===== src/pkg/stk_pkg.sv =====
// Notes on behaviour
// Control bit 31 set raises the software interrupt request; clear means none.
// Software clears bit 31 in its handler; request repeats while it stays set.
// Writing one to control bit 5 loads zero (up) or compare (down).
// Control bit 4 picks direction: one counts down, zero counts up.
// With auto reload, up count at compare restarts at zero; down at zero reloads compare.
// Without auto reload, up count runs past compare; down wraps to all ones.
// Control bit 2 picks full bus clock, or bus clock divided by eight.
// Control bit 1 enables the counter interrupt; cleared, none is forwarded.
// Control bit 0 runs the counter; cleared, it holds; resets to zero.
// Compare flag sets when up count reaches compare or down count reaches zero.
// Writing zero clears the compare flag, one leaves it; other status bits read zero.
// Count is 64 bits in two read-write halves, both resetting to zero.
// Compare is 64 bits in two read-write halves, both resetting to zero.
// Counter interrupt is high while flag set and counter interrupt enabled.
// A written count half replaces that half, the other half kept.
package stc_pkg;
	localparam logic [4:0] STC_OFF_CTRL   = 5'h00;
	localparam logic [4:0] STC_OFF_STAT   = 5'h04;
	localparam logic [4:0] STC_OFF_CNT_LO = 5'h08;
	localparam logic [4:0] STC_OFF_CNT_HI = 5'h0c;
	localparam logic [4:0] STC_OFF_CMP_LO = 5'h10;
	localparam logic [4:0] STC_OFF_CMP_HI = 5'h14;
	localparam int STC_B_RUN      = 0;
	localparam int STC_B_IRQEN    = 1;
	localparam int STC_B_TBASE    = 2;
	localparam int STC_B_RELOAD   = 3;
	localparam int STC_B_DOWN     = 4;
	localparam int STC_B_INIT     = 5;
	localparam int STC_B_SOFT_IRQ = 31;
	localparam int STC_B_FLAG     = 0;
	localparam logic [31:0] STC_CTRL_MASK   = 32'h8000_001f;
	localparam logic [2:0]  STC_DIV_LAST    = 3'h7;
	localparam logic [1:0]  STC_RESP_OKAY   = 2'h0;
	localparam logic [1:0]  STC_RESP_SLVERR = 2'h2;

	typedef struct packed {
		logic [31:0] data;
		logic [4:0]  addr;
		logic        we;
	} stc_wr_t;
endpackage


===== src/hdl/stk_top.sv =====
`timescale 1ns/1ns
module stc_top (
	input  wire logic        aclk,
	input  wire logic        aresetn,
	input  wire logic [31:0] s_axi_awaddr,
	input  wire logic        s_axi_awvalid,
	output logic             s_axi_awready,
	input  wire logic [31:0] s_axi_wdata,
	input  wire logic [3:0]  s_axi_wstrb,
	input  wire logic        s_axi_wvalid,
	output logic             s_axi_wready,
	output logic [1:0]       s_axi_bresp,
	output logic             s_axi_bvalid,
	input  wire logic        s_axi_bready,
	input  wire logic [31:0] s_axi_araddr,
	input  wire logic        s_axi_arvalid,
	output logic             s_axi_arready,
	output logic [31:0]      s_axi_rdata,
	output logic [1:0]       s_axi_rresp,
	output logic             s_axi_rvalid,
	input  wire logic        s_axi_rready,
	output logic             counter_irq,
	output logic             software_irq
);
	typedef struct packed {
		logic        awready;
		logic        wready;
		logic        aw_have;
		logic        w_have;
		logic [31:0] awaddr;
		logic [31:0] wdata;
		logic        bvalid;
		logic [1:0]  bresp;
		logic        arready;
		logic        rvalid;
		logic [31:0] rdata;
		logic [1:0]  rresp;
		logic        cirq;
		logic        sirq;
	} stc_top_state_t;

	stc_top_state_t   st_reg;
	stc_top_state_t   st_next;
	stc_pkg::stc_wr_t wr;
	logic             tick;
	logic [63:0]      count;
	logic [63:0]      compare;
	logic [31:0]      ctrl;
	logic             flag;
	logic             wmapped;
	logic             rmapped;
	logic [4:0]       waddr;
	logic [4:0]       raddr;

	stc_div8 u_div (
		.aclk    (aclk),
		.aresetn (aresetn),
		.tick    (tick)
	);

	stc_core u_core (
		.aclk    (aclk),
		.aresetn (aresetn),
		.tick    (tick),
		.wr      (wr),
		.count   (count),
		.compare (compare),
		.ctrl    (ctrl),
		.flag    (flag)
	);

	always_comb begin
		st_next = st_reg;
		wr = '0;
		waddr = st_reg.awaddr[4:0];
		raddr = s_axi_araddr[4:0];
		wmapped = (st_reg.awaddr[31:5] == 27'h000_0000) && (waddr[1:0] == 2'h0)
			&& (waddr <= stc_pkg::STC_OFF_CMP_HI);
		rmapped = (s_axi_araddr[31:5] == 27'h000_0000) && (raddr[1:0] == 2'h0)
			&& (raddr <= stc_pkg::STC_OFF_CMP_HI);
		// Write address and data in either order
		if (s_axi_awvalid && st_reg.awready) begin
			st_next.awaddr = s_axi_awaddr;
			st_next.aw_have = 1'b1;
			st_next.awready = 1'b0;
		end
		if (s_axi_wvalid && st_reg.wready) begin
			st_next.wdata = s_axi_wdata;
			st_next.w_have = 1'b1;
			st_next.wready = 1'b0;
		end
		if (st_reg.aw_have && st_reg.w_have && !st_reg.bvalid) begin
			wr.we = wmapped;
			wr.addr = waddr;
			wr.data = st_reg.wdata;
			st_next.bvalid = 1'b1;
			st_next.bresp = wmapped ? stc_pkg::STC_RESP_OKAY : stc_pkg::STC_RESP_SLVERR;
			st_next.aw_have = 1'b0;
			st_next.w_have = 1'b0;
		end
		if (st_reg.bvalid && s_axi_bready) begin
			st_next.bvalid = 1'b0;
			st_next.awready = 1'b1;
			st_next.wready = 1'b1;
		end
		// Read path
		if (s_axi_arvalid && st_reg.arready) begin
			st_next.arready = 1'b0;
			st_next.rvalid = 1'b1;
			st_next.rresp = rmapped ? stc_pkg::STC_RESP_OKAY : stc_pkg::STC_RESP_SLVERR;
			case (raddr)
				stc_pkg::STC_OFF_CTRL: st_next.rdata = ctrl;
				stc_pkg::STC_OFF_STAT: st_next.rdata = {31'h0000_0000, flag};
				stc_pkg::STC_OFF_CNT_LO: st_next.rdata = count[31:0];
				stc_pkg::STC_OFF_CNT_HI: st_next.rdata = count[63:32];
				stc_pkg::STC_OFF_CMP_LO: st_next.rdata = compare[31:0];
				stc_pkg::STC_OFF_CMP_HI: st_next.rdata = compare[63:32];
				default: st_next.rdata = 32'h0000_0000;
			endcase
			if (!rmapped) begin
				st_next.rdata = 32'h0000_0000;
			end
		end
		if (st_reg.rvalid && s_axi_rready) begin
			st_next.rvalid = 1'b0;
			st_next.arready = 1'b1;
		end
		st_next.cirq = flag & ctrl[stc_pkg::STC_B_IRQEN];
		st_next.sirq = ctrl[stc_pkg::STC_B_SOFT_IRQ];
	end

	always_ff @(posedge aclk) begin
		if (!aresetn) begin
			st_reg <= '0;
			st_reg.awready <= 1'b1;
			st_reg.wready <= 1'b1;
			st_reg.arready <= 1'b1;
		end else begin
			st_reg <= st_next;
		end
	end

	assign s_axi_awready = st_reg.awready;
	assign s_axi_wready = st_reg.wready;
	assign s_axi_bvalid = st_reg.bvalid;
	assign s_axi_bresp = st_reg.bresp;
	assign s_axi_arready = st_reg.arready;
	assign s_axi_rvalid = st_reg.rvalid;
	assign s_axi_rdata = st_reg.rdata;
	assign s_axi_rresp = st_reg.rresp;
	assign counter_irq = st_reg.cirq;
	assign software_irq = st_reg.sirq;
endmodule


===== src/hdl/stk_div8.sv =====
`timescale 1ns/1ns
module stc_div8 (
	input  wire logic aclk,
	input  wire logic aresetn,
	output logic      tick
);
	typedef struct packed {
		logic [2:0] cnt;
		logic       tick;
	} stc_div_state_t;

	stc_div_state_t st_reg;
	stc_div_state_t st_next;

	always_comb begin
		st_next = st_reg;
		st_next.cnt = st_reg.cnt + 3'h1;
		st_next.tick = (st_reg.cnt == stc_pkg::STC_DIV_LAST);
	end

	always_ff @(posedge aclk) begin
		if (!aresetn) begin
			st_reg <= '0;
		end else begin
			st_reg <= st_next;
		end
	end

	assign tick = st_reg.tick;
endmodule


===== src/hdl/stk_core.sv =====
`timescale 1ns/1ns
module stc_core (
	input  wire logic        aclk,
	input  wire logic        aresetn,
	input  wire logic        tick,
	input  wire stc_pkg::stc_wr_t wr,
	output logic [63:0]      count,
	output logic [63:0]      compare,
	output logic [31:0]      ctrl,
	output logic             flag
);
	typedef struct packed {
		logic [63:0] cnt;
		logic [63:0] cmp;
		logic [31:0] ctrl;
		logic        flag;
	} stc_core_state_t;

	stc_core_state_t st_reg;
	stc_core_state_t st_next;
	logic            down;
	logic            hit;
	logic            step;

	always_comb begin
		st_next = st_reg;
		down = st_reg.ctrl[stc_pkg::STC_B_DOWN];
		step = st_reg.ctrl[stc_pkg::STC_B_RUN] & (tick | st_reg.ctrl[stc_pkg::STC_B_TBASE]);
		hit = down ? (st_reg.cnt == 64'h0000_0000_0000_0000) : (st_reg.cnt == st_reg.cmp);
		if (step) begin
			if (hit && st_reg.ctrl[stc_pkg::STC_B_RELOAD]) begin
				st_next.cnt = down ? st_reg.cmp : 64'h0000_0000_0000_0000;
			end else begin
				st_next.cnt = down ? st_reg.cnt - 64'h0000_0000_0000_0001
					: st_reg.cnt + 64'h0000_0000_0000_0001;
			end
		end
		if (wr.we) begin
			case (wr.addr)
				stc_pkg::STC_OFF_CTRL: begin
					st_next.ctrl = wr.data & stc_pkg::STC_CTRL_MASK;
					st_next.ctrl[stc_pkg::STC_B_INIT] = 1'b0;
					if (wr.data[stc_pkg::STC_B_INIT]) begin
						st_next.cnt = wr.data[stc_pkg::STC_B_DOWN] ? st_reg.cmp
							: 64'h0000_0000_0000_0000;
					end
				end
				stc_pkg::STC_OFF_STAT: begin
					if (!wr.data[stc_pkg::STC_B_FLAG]) begin
						st_next.flag = 1'b0;
					end
				end
				stc_pkg::STC_OFF_CNT_LO: st_next.cnt[31:0] = wr.data;
				stc_pkg::STC_OFF_CNT_HI: st_next.cnt[63:32] = wr.data;
				stc_pkg::STC_OFF_CMP_LO: st_next.cmp[31:0] = wr.data;
				stc_pkg::STC_OFF_CMP_HI: st_next.cmp[63:32] = wr.data;
				default: st_next.cmp = st_next.cmp;
			endcase
		end
		if (step && hit) begin
			st_next.flag = 1'b1;
		end
	end

	always_ff @(posedge aclk) begin
		if (!aresetn) begin
			st_reg <= '0;
		end else begin
			st_reg <= st_next;
		end
	end

	assign count = st_reg.cnt;
	assign compare = st_reg.cmp;
	assign ctrl = st_reg.ctrl;
	assign flag = st_reg.flag;
endmodule


===== config.mk =====
export PLATFORM = sky130hd
export DESIGN_NAME = stc_top
export DESIGN_NICKNAME = d
export VERILOG_FILES = /design/src/pkg/stk_pkg.sv /design/src/hdl/stk_top.sv /design/src/hdl/stk_div8.sv /design/src/hdl/stk_core.sv
export SDC_FILE = /design/constraint.sdc
export NUM_CORES = 1
export LEC_CHECK = 0
export BUFFER_PORTS_ARGS = -buffer_cell sky130_fd_sc_hd__buf_2
export CAP_MARGIN = 30
export CORE_ASPECT_RATIO = 1.75
export CORE_MARGIN = 2
export CORE_UTILIZATION = 61
export DETAILED_ROUTE_END_ITERATION = 16
export GPL_TIMING_DRIVEN = 0
export PLACE_DENSITY = 0.84
export SLEW_MARGIN = 20
export SYNTH_ARGS = -nofsm -noshare
export SYNTH_HDL_FRONTEND = slang
export SYNTH_SLANG_ARGS = --single-unit

===== constraint.sdc =====
create_clock -name aclk -period 5 [get_ports aclk]
set_input_delay 0.5 -clock aclk [delete_from_list [all_inputs] [get_ports aclk]]
set_output_delay 0.5 -clock aclk [all_outputs]
set_load 0.01 [all_outputs]

==> impl_metrics.py, run 1 <==
metrics = {
    "outcome": {
        "lastStage": "global routing (5_1_grt)",
        "tool.error": "[ERROR GRT-0116] Global routing finished with congestion. Check the congestion regions in the DRC Viewer.",
        "status": "did not finish",
    },
    "synth": {
        "synth_warnings": 0,
        "synth_fa_ha_area_frac": 0.0480,
        "yosysSeqAreaShare": 0.288,
        "synthCells": 2233,
        "syn-cell-area_um2": 17100,
        "synth_compound_area_frac": 0.294,
        "ys.flop_type": "dfxtp_1",
        "async_reset_ff_frac": 0,
        "yosys-mux-area-fraction": 0.0405,
        "synth_cell_types": 88,
        "synth_area_per_cell_um2": 7.65,
        "synth_top_family_by_area": "compound AO/OA/AOI/OAI gates",
        "synth_seq_cells": 246,
        "synth_edf_count": 0,
        "synth-xor-area-share": 0.0487,
        "yosys.area_share.simple": 0.217,
    },
    "floorplanning": {
        "start_util": 0.615,
        "rows": 81,
        "die_h_um": 225,
        "die_w_um": 131,
        "ioPinCount": 150,
    },
    "global_routing": {
        "grt_pass1_vias": 20651,
        "grt_pass1_wl_um": 132000,
        "grt_usage": 0.612,
        "grt-ovfl-total": 5,
        "grt_max_degree": 65,
    },
    "clocking": {
        "htreeDepth": 1,
        "cts_setup_buffers": 0,
        "ctsHoldBuffers": 0,
        "clock-sinks": 246,
        "cts_buffers": 25,
        "ctsResizeCount": 0,
        "root_buffer": "clkbuf_16",
        "cts.path.max_buffers": 3,
    },
    "placed_design": {
        "numPortBuffers": 142,
        "gp_congestion": 1.22,
        "dp.final_hpwl_um": 62400,
        "place_area_um2": 18300,
        "place_ws_ns": 0.589,
    },
}
[through the flow]
stage,TNS (ns),instances
4_1_cts,0,2794
3_5_place_dp,0,2750
3_3_place_gp,-41.23,2749
2_1_floorplan,0,2234
[cell usage after synthesis, types with 51 or more instances]
library cell  number  area [µm²]
a21boi_0         144        1080
a21oi_1          124         621
clkbuf_1         122         458
dfxtp_1          246        4920
ha_1              64         801
mux2i_1           68         681
nand2_1          382        1430
nand3_1           76         380
nor2_1           103         387
nor2b_1           51         319
o21ai_0           94         470
xnor2_1           67         587
[cells by family after synthesis]
| family | after synthesis |
|---|---|
| AND/OR/NAND/NOR | 799 |
| AO/OA/AOI/OAI | 722 |
| flip-flops | 246 |
| buffers and inverters | 236 |
| XOR/XNOR | 95 |
| multiplexers | 69 |
| adder cells (fa/ha/maj) | 65 |
| other | 1 |
[per-layer routing]
metal  GRT usage  overflow
met5      0.0499         0
met4       0.571         1
met3       0.340         0
met2       0.842         4
met1       0.643         0
==> run 2, diff against run 1 <==
--- a/config.mk
+++ b/config.mk
@@ -7,12 +7,11 @@
 export LEC_CHECK = 0
 export BUFFER_PORTS_ARGS = -buffer_cell sky130_fd_sc_hd__buf_2
 export CAP_MARGIN = 30
-export CORE_ASPECT_RATIO = 1.75
 export CORE_MARGIN = 2
-export CORE_UTILIZATION = 61
+export CORE_UTILIZATION = 40
 export DETAILED_ROUTE_END_ITERATION = 16
 export GPL_TIMING_DRIVEN = 0
-export PLACE_DENSITY = 0.84
+export PLACE_DENSITY_LB_ADDON = 0.15
 export SLEW_MARGIN = 20
 export SYNTH_ARGS = -nofsm -noshare
 export SYNTH_HDL_FRONTEND = slang
==> run 2 against run 1 <==
  * The flow now finishes without violations
  * Synthesized cell count stayed put
  * Area after synthesis stayed put
==> impl_metrics.py, run 2 <==
metrics = {
    "setup_path": {
        "crit_path_start": "u_core.ctrl[4]",
        "crit_arrival_ns": 5.25,
        "crit_required_ns": 5.55,
        "timing_worst_setup_path_type": "reg2reg",
        "cp_max_fo": 33,
        "worstReg2RegStart": "u_core.ctrl[4]",
        "end_kind": "flip-flop",
        "startpoint_type": "flip-flop",
    },
    "clocking": {
        "cts.path.max_buffers": 3,
        "clk_pin_slew_ns": 0.07,
        "clock-sinks": 246,
        "insertion_delay_ns": 0.62,
        "cts_tree": "built",
        "ctsHoldBuffers": 0,
        "cts_buffers": 28,
        "root_buffer": "clkbuf_16",
        "htreeDepth": 1,
    },
    "routing": {
        "antenna_left": 0,
        "post_drt_wl_per_cell_um": 29.3,
        "drcViolationCount": 0,
        "first_iter_violations": 2260,
        "first_pass_iters": 6,
        "vias_per_cell": 6.33,
        "routed-via-count": 18820,
        "wl_um": 87100,
    },
    "floorplanning": {
        "die_h_um": 211,
        "ioPinCount": 150,
        "die_w_um": 211,
        "die-area_um2": 44400,
        "start_util": 0.406,
        "core-area_um2": 42000,
        "rows": 75,
    },
    "sta": {
        "fin_worst_skew_ns": 0.0480,
        "slew_headroom": 0.234,
        "finalMaxSlewViolations": 0,
        "max_slew.worst_pin.slew_ns": 1.15,
        "timing.fmax_mhz": 213,
        "setup_viol": 0,
        "fin_crit_ns": 4.70,
        "rsz0062_at_grt": "false",
        "fin_crit_sh": 0.941,
        "hold_viol": 0,
    },
    "synth": {
        "async_reset_ff_frac": 0,
        "synth_area_per_cell_um2": 7.65,
        "synth.area.top_cells": "dfxtp_1 (29%), nand2_1 (8.4%), a21boi_0 (6.3%)",
        "synthCells": 2233,
        "synth_area_leader_cell": "dfxtp_1",
        "synth_seq_cells": 246,
        "synth_edf_count": 0,
        "ys.flop_type": "dfxtp_1",
        "synth_cell_types": 88,
        "synth_warnings": 0,
        "synth.top_cell.area_share": 0.288,
        "synth.most_common_cell": "nand2_1",
        "synth_common_cells": "nand2_1 (382), dfxtp_1 (246), a21boi_0 (144), a21oi_1 (124), clkbuf_1 (122)",
        "syn-cell-area_um2": 17100,
        "yosysSeqAreaShare": 0.288,
    },
    "placed_design": {
        "dp.final_hpwl_um": 67000,
        "gp_congestion": 1.01,
        "numPortBuffers": 142,
    },
    "global_routing": {
        "met2_usage": 0.585,
        "grt_pass1_vias": 17723,
        "grt_max_degree": 34,
        "grt-ovfl-total": 0,
        "grt_util_met1": 0.506,
        "met3_usage": 0.0904,
        "grt_usage": 0.387,
        "grt_pass1_wl_um": 124000,
        "antenna_found_initial": 2,
        "busiest_layer": "met2",
    },
    "min_path": {
        "hold_path_class": "in2reg",
        "hold_start": "s_axi_wvalid",
    },
    "power_and_ir_drop": {
        "internal-power_mw": 3.33,
        "p_seq_frac": 0.455,
        "vdd_drop_max_uv": 266,
        "switching_share": 0.266,
        "leakagePower_nw": 7.70,
        "power_mw": 4.54,
        "p_comb_frac": 0.064,
        "cellPowerDensity_nw_per_um2": 232,
        "clkPwrFrac": 0.482,
        "switchingPower_mw": 1.21,
    },
    "final_layout": {
        "layout.nets": 2584,
        "mostFrequentLayoutCell": "nand2_1",
        "syn_to_final_growth_pct": 14.2,
        "final_util": 0.464,
        "num-fill-cells": 4344,
        "drive_gt1_frac": 0.116,
        "largest_reg_flops": 66,
        "layout_common_cells": "nand2_1 (382), dfxtp_1 (245), buf_2 (162)",
    },
    "outcome": {
        "status": "complete, no violations",
    },
    "job": {
        "cap_violations": 0,
    },
}
[run 2: stage by stage]
step,hold WS (ns),cells,area [µm²],setup slack (ns),setup TNS [ns]
after global placement,0.407,2915,18500,-2.21,-65.39
after detailed placement,0.425,2917,18500,-0.0218,-0.0218
after CTS,0.0698,2969,19500,0.115,0
after global routing,0.0823,2973,19500,0.123,0
final,0.0825,2975,19500,0.296,0
after floorplan,0.398,2234,17100,0.557,0
[run 2: power by group through the flow]
stage               registers [mW]  clock network [mW]  logic (mW)
detailed placement            2.10                   0       0.287
global placement              2.10                   0       0.282
CTS                           2.06                2.19       0.288
finish                        2.06                2.18       0.290
floorplan                     2.07                   0       0.166
global route                  2.06                2.28       0.317
[run 2: cell type report]
class,instances,area (µm²),share of cell area
multi-input combinational,1752,11100,0.569
sequential,246,4930,0.253
buffer,192,902,0.0462
clock buffer,36,781,0.0400
timing repair buffer,148,774,0.0397
tap,539,674,0.0346
clock inverter,16,180,0.00923
inverter,44,165,0.00846
antenna,2,5.00,0.000256
[run 2: routing by layer]
layer	routed length [µm]	part of all wire
met1	35300	0.40
met2	36800	0.42
met4	5930	0.068
met5	9	0.00010
met3	9110	0.10
[run 2: cell families after synthesis]
kind of cell             Yosys count  share of synthesized area
XOR/XNOR                          95                     0.0487
AO/OA/AOI/OAI                    722                      0.294
AND/OR/NAND/NOR                  799                      0.217
buffers and inverters            236                     0.0625
flip-flops                       246                      0.288
adder cells (fa/ha/maj)           65                     0.0480
multiplexers                      69                     0.0405
other                              1                   0.000219
[run 2: what timing repair did]
item / in CTS / in global routing
setup endpoints to repair: 4 / 5
setup buffers: 0 / 0
gates resized for setup: 1 / 1
pin swaps: 0 / 0
[run 2: path summary, 6_finish.rpt]
check / to / slack, ns / depth (start not counted)
worst max register to register: u_core.count[60] / 0.30 / 14
worst min-delay path: s_axi_wready / 0.08 / 2
worst min register to register: u_div.st_reg[1] / 0.44 / 1
worst max-delay path: u_core.count[60] / 0.30 / 14
[run 2: critical path, stage by stage, from the launching register on]
cell	delay [ns]
dfxtp_4	0.65
buf_12	0.27
inv_1	0.20
fa_1	0.43
and2b_1	0.26
o2111ai_1	0.29
a2111oi_2	0.61
nor3_1	0.18
o21ai_2	0.34
a21oi_1	0.23
and3b_1	0.24
clkbuf_1	0.17
o21ai_0	0.23
xor2_1	0.33
o2bb2ai_1	0.16
No activity file was read; power rests on OpenSTA's default activity.
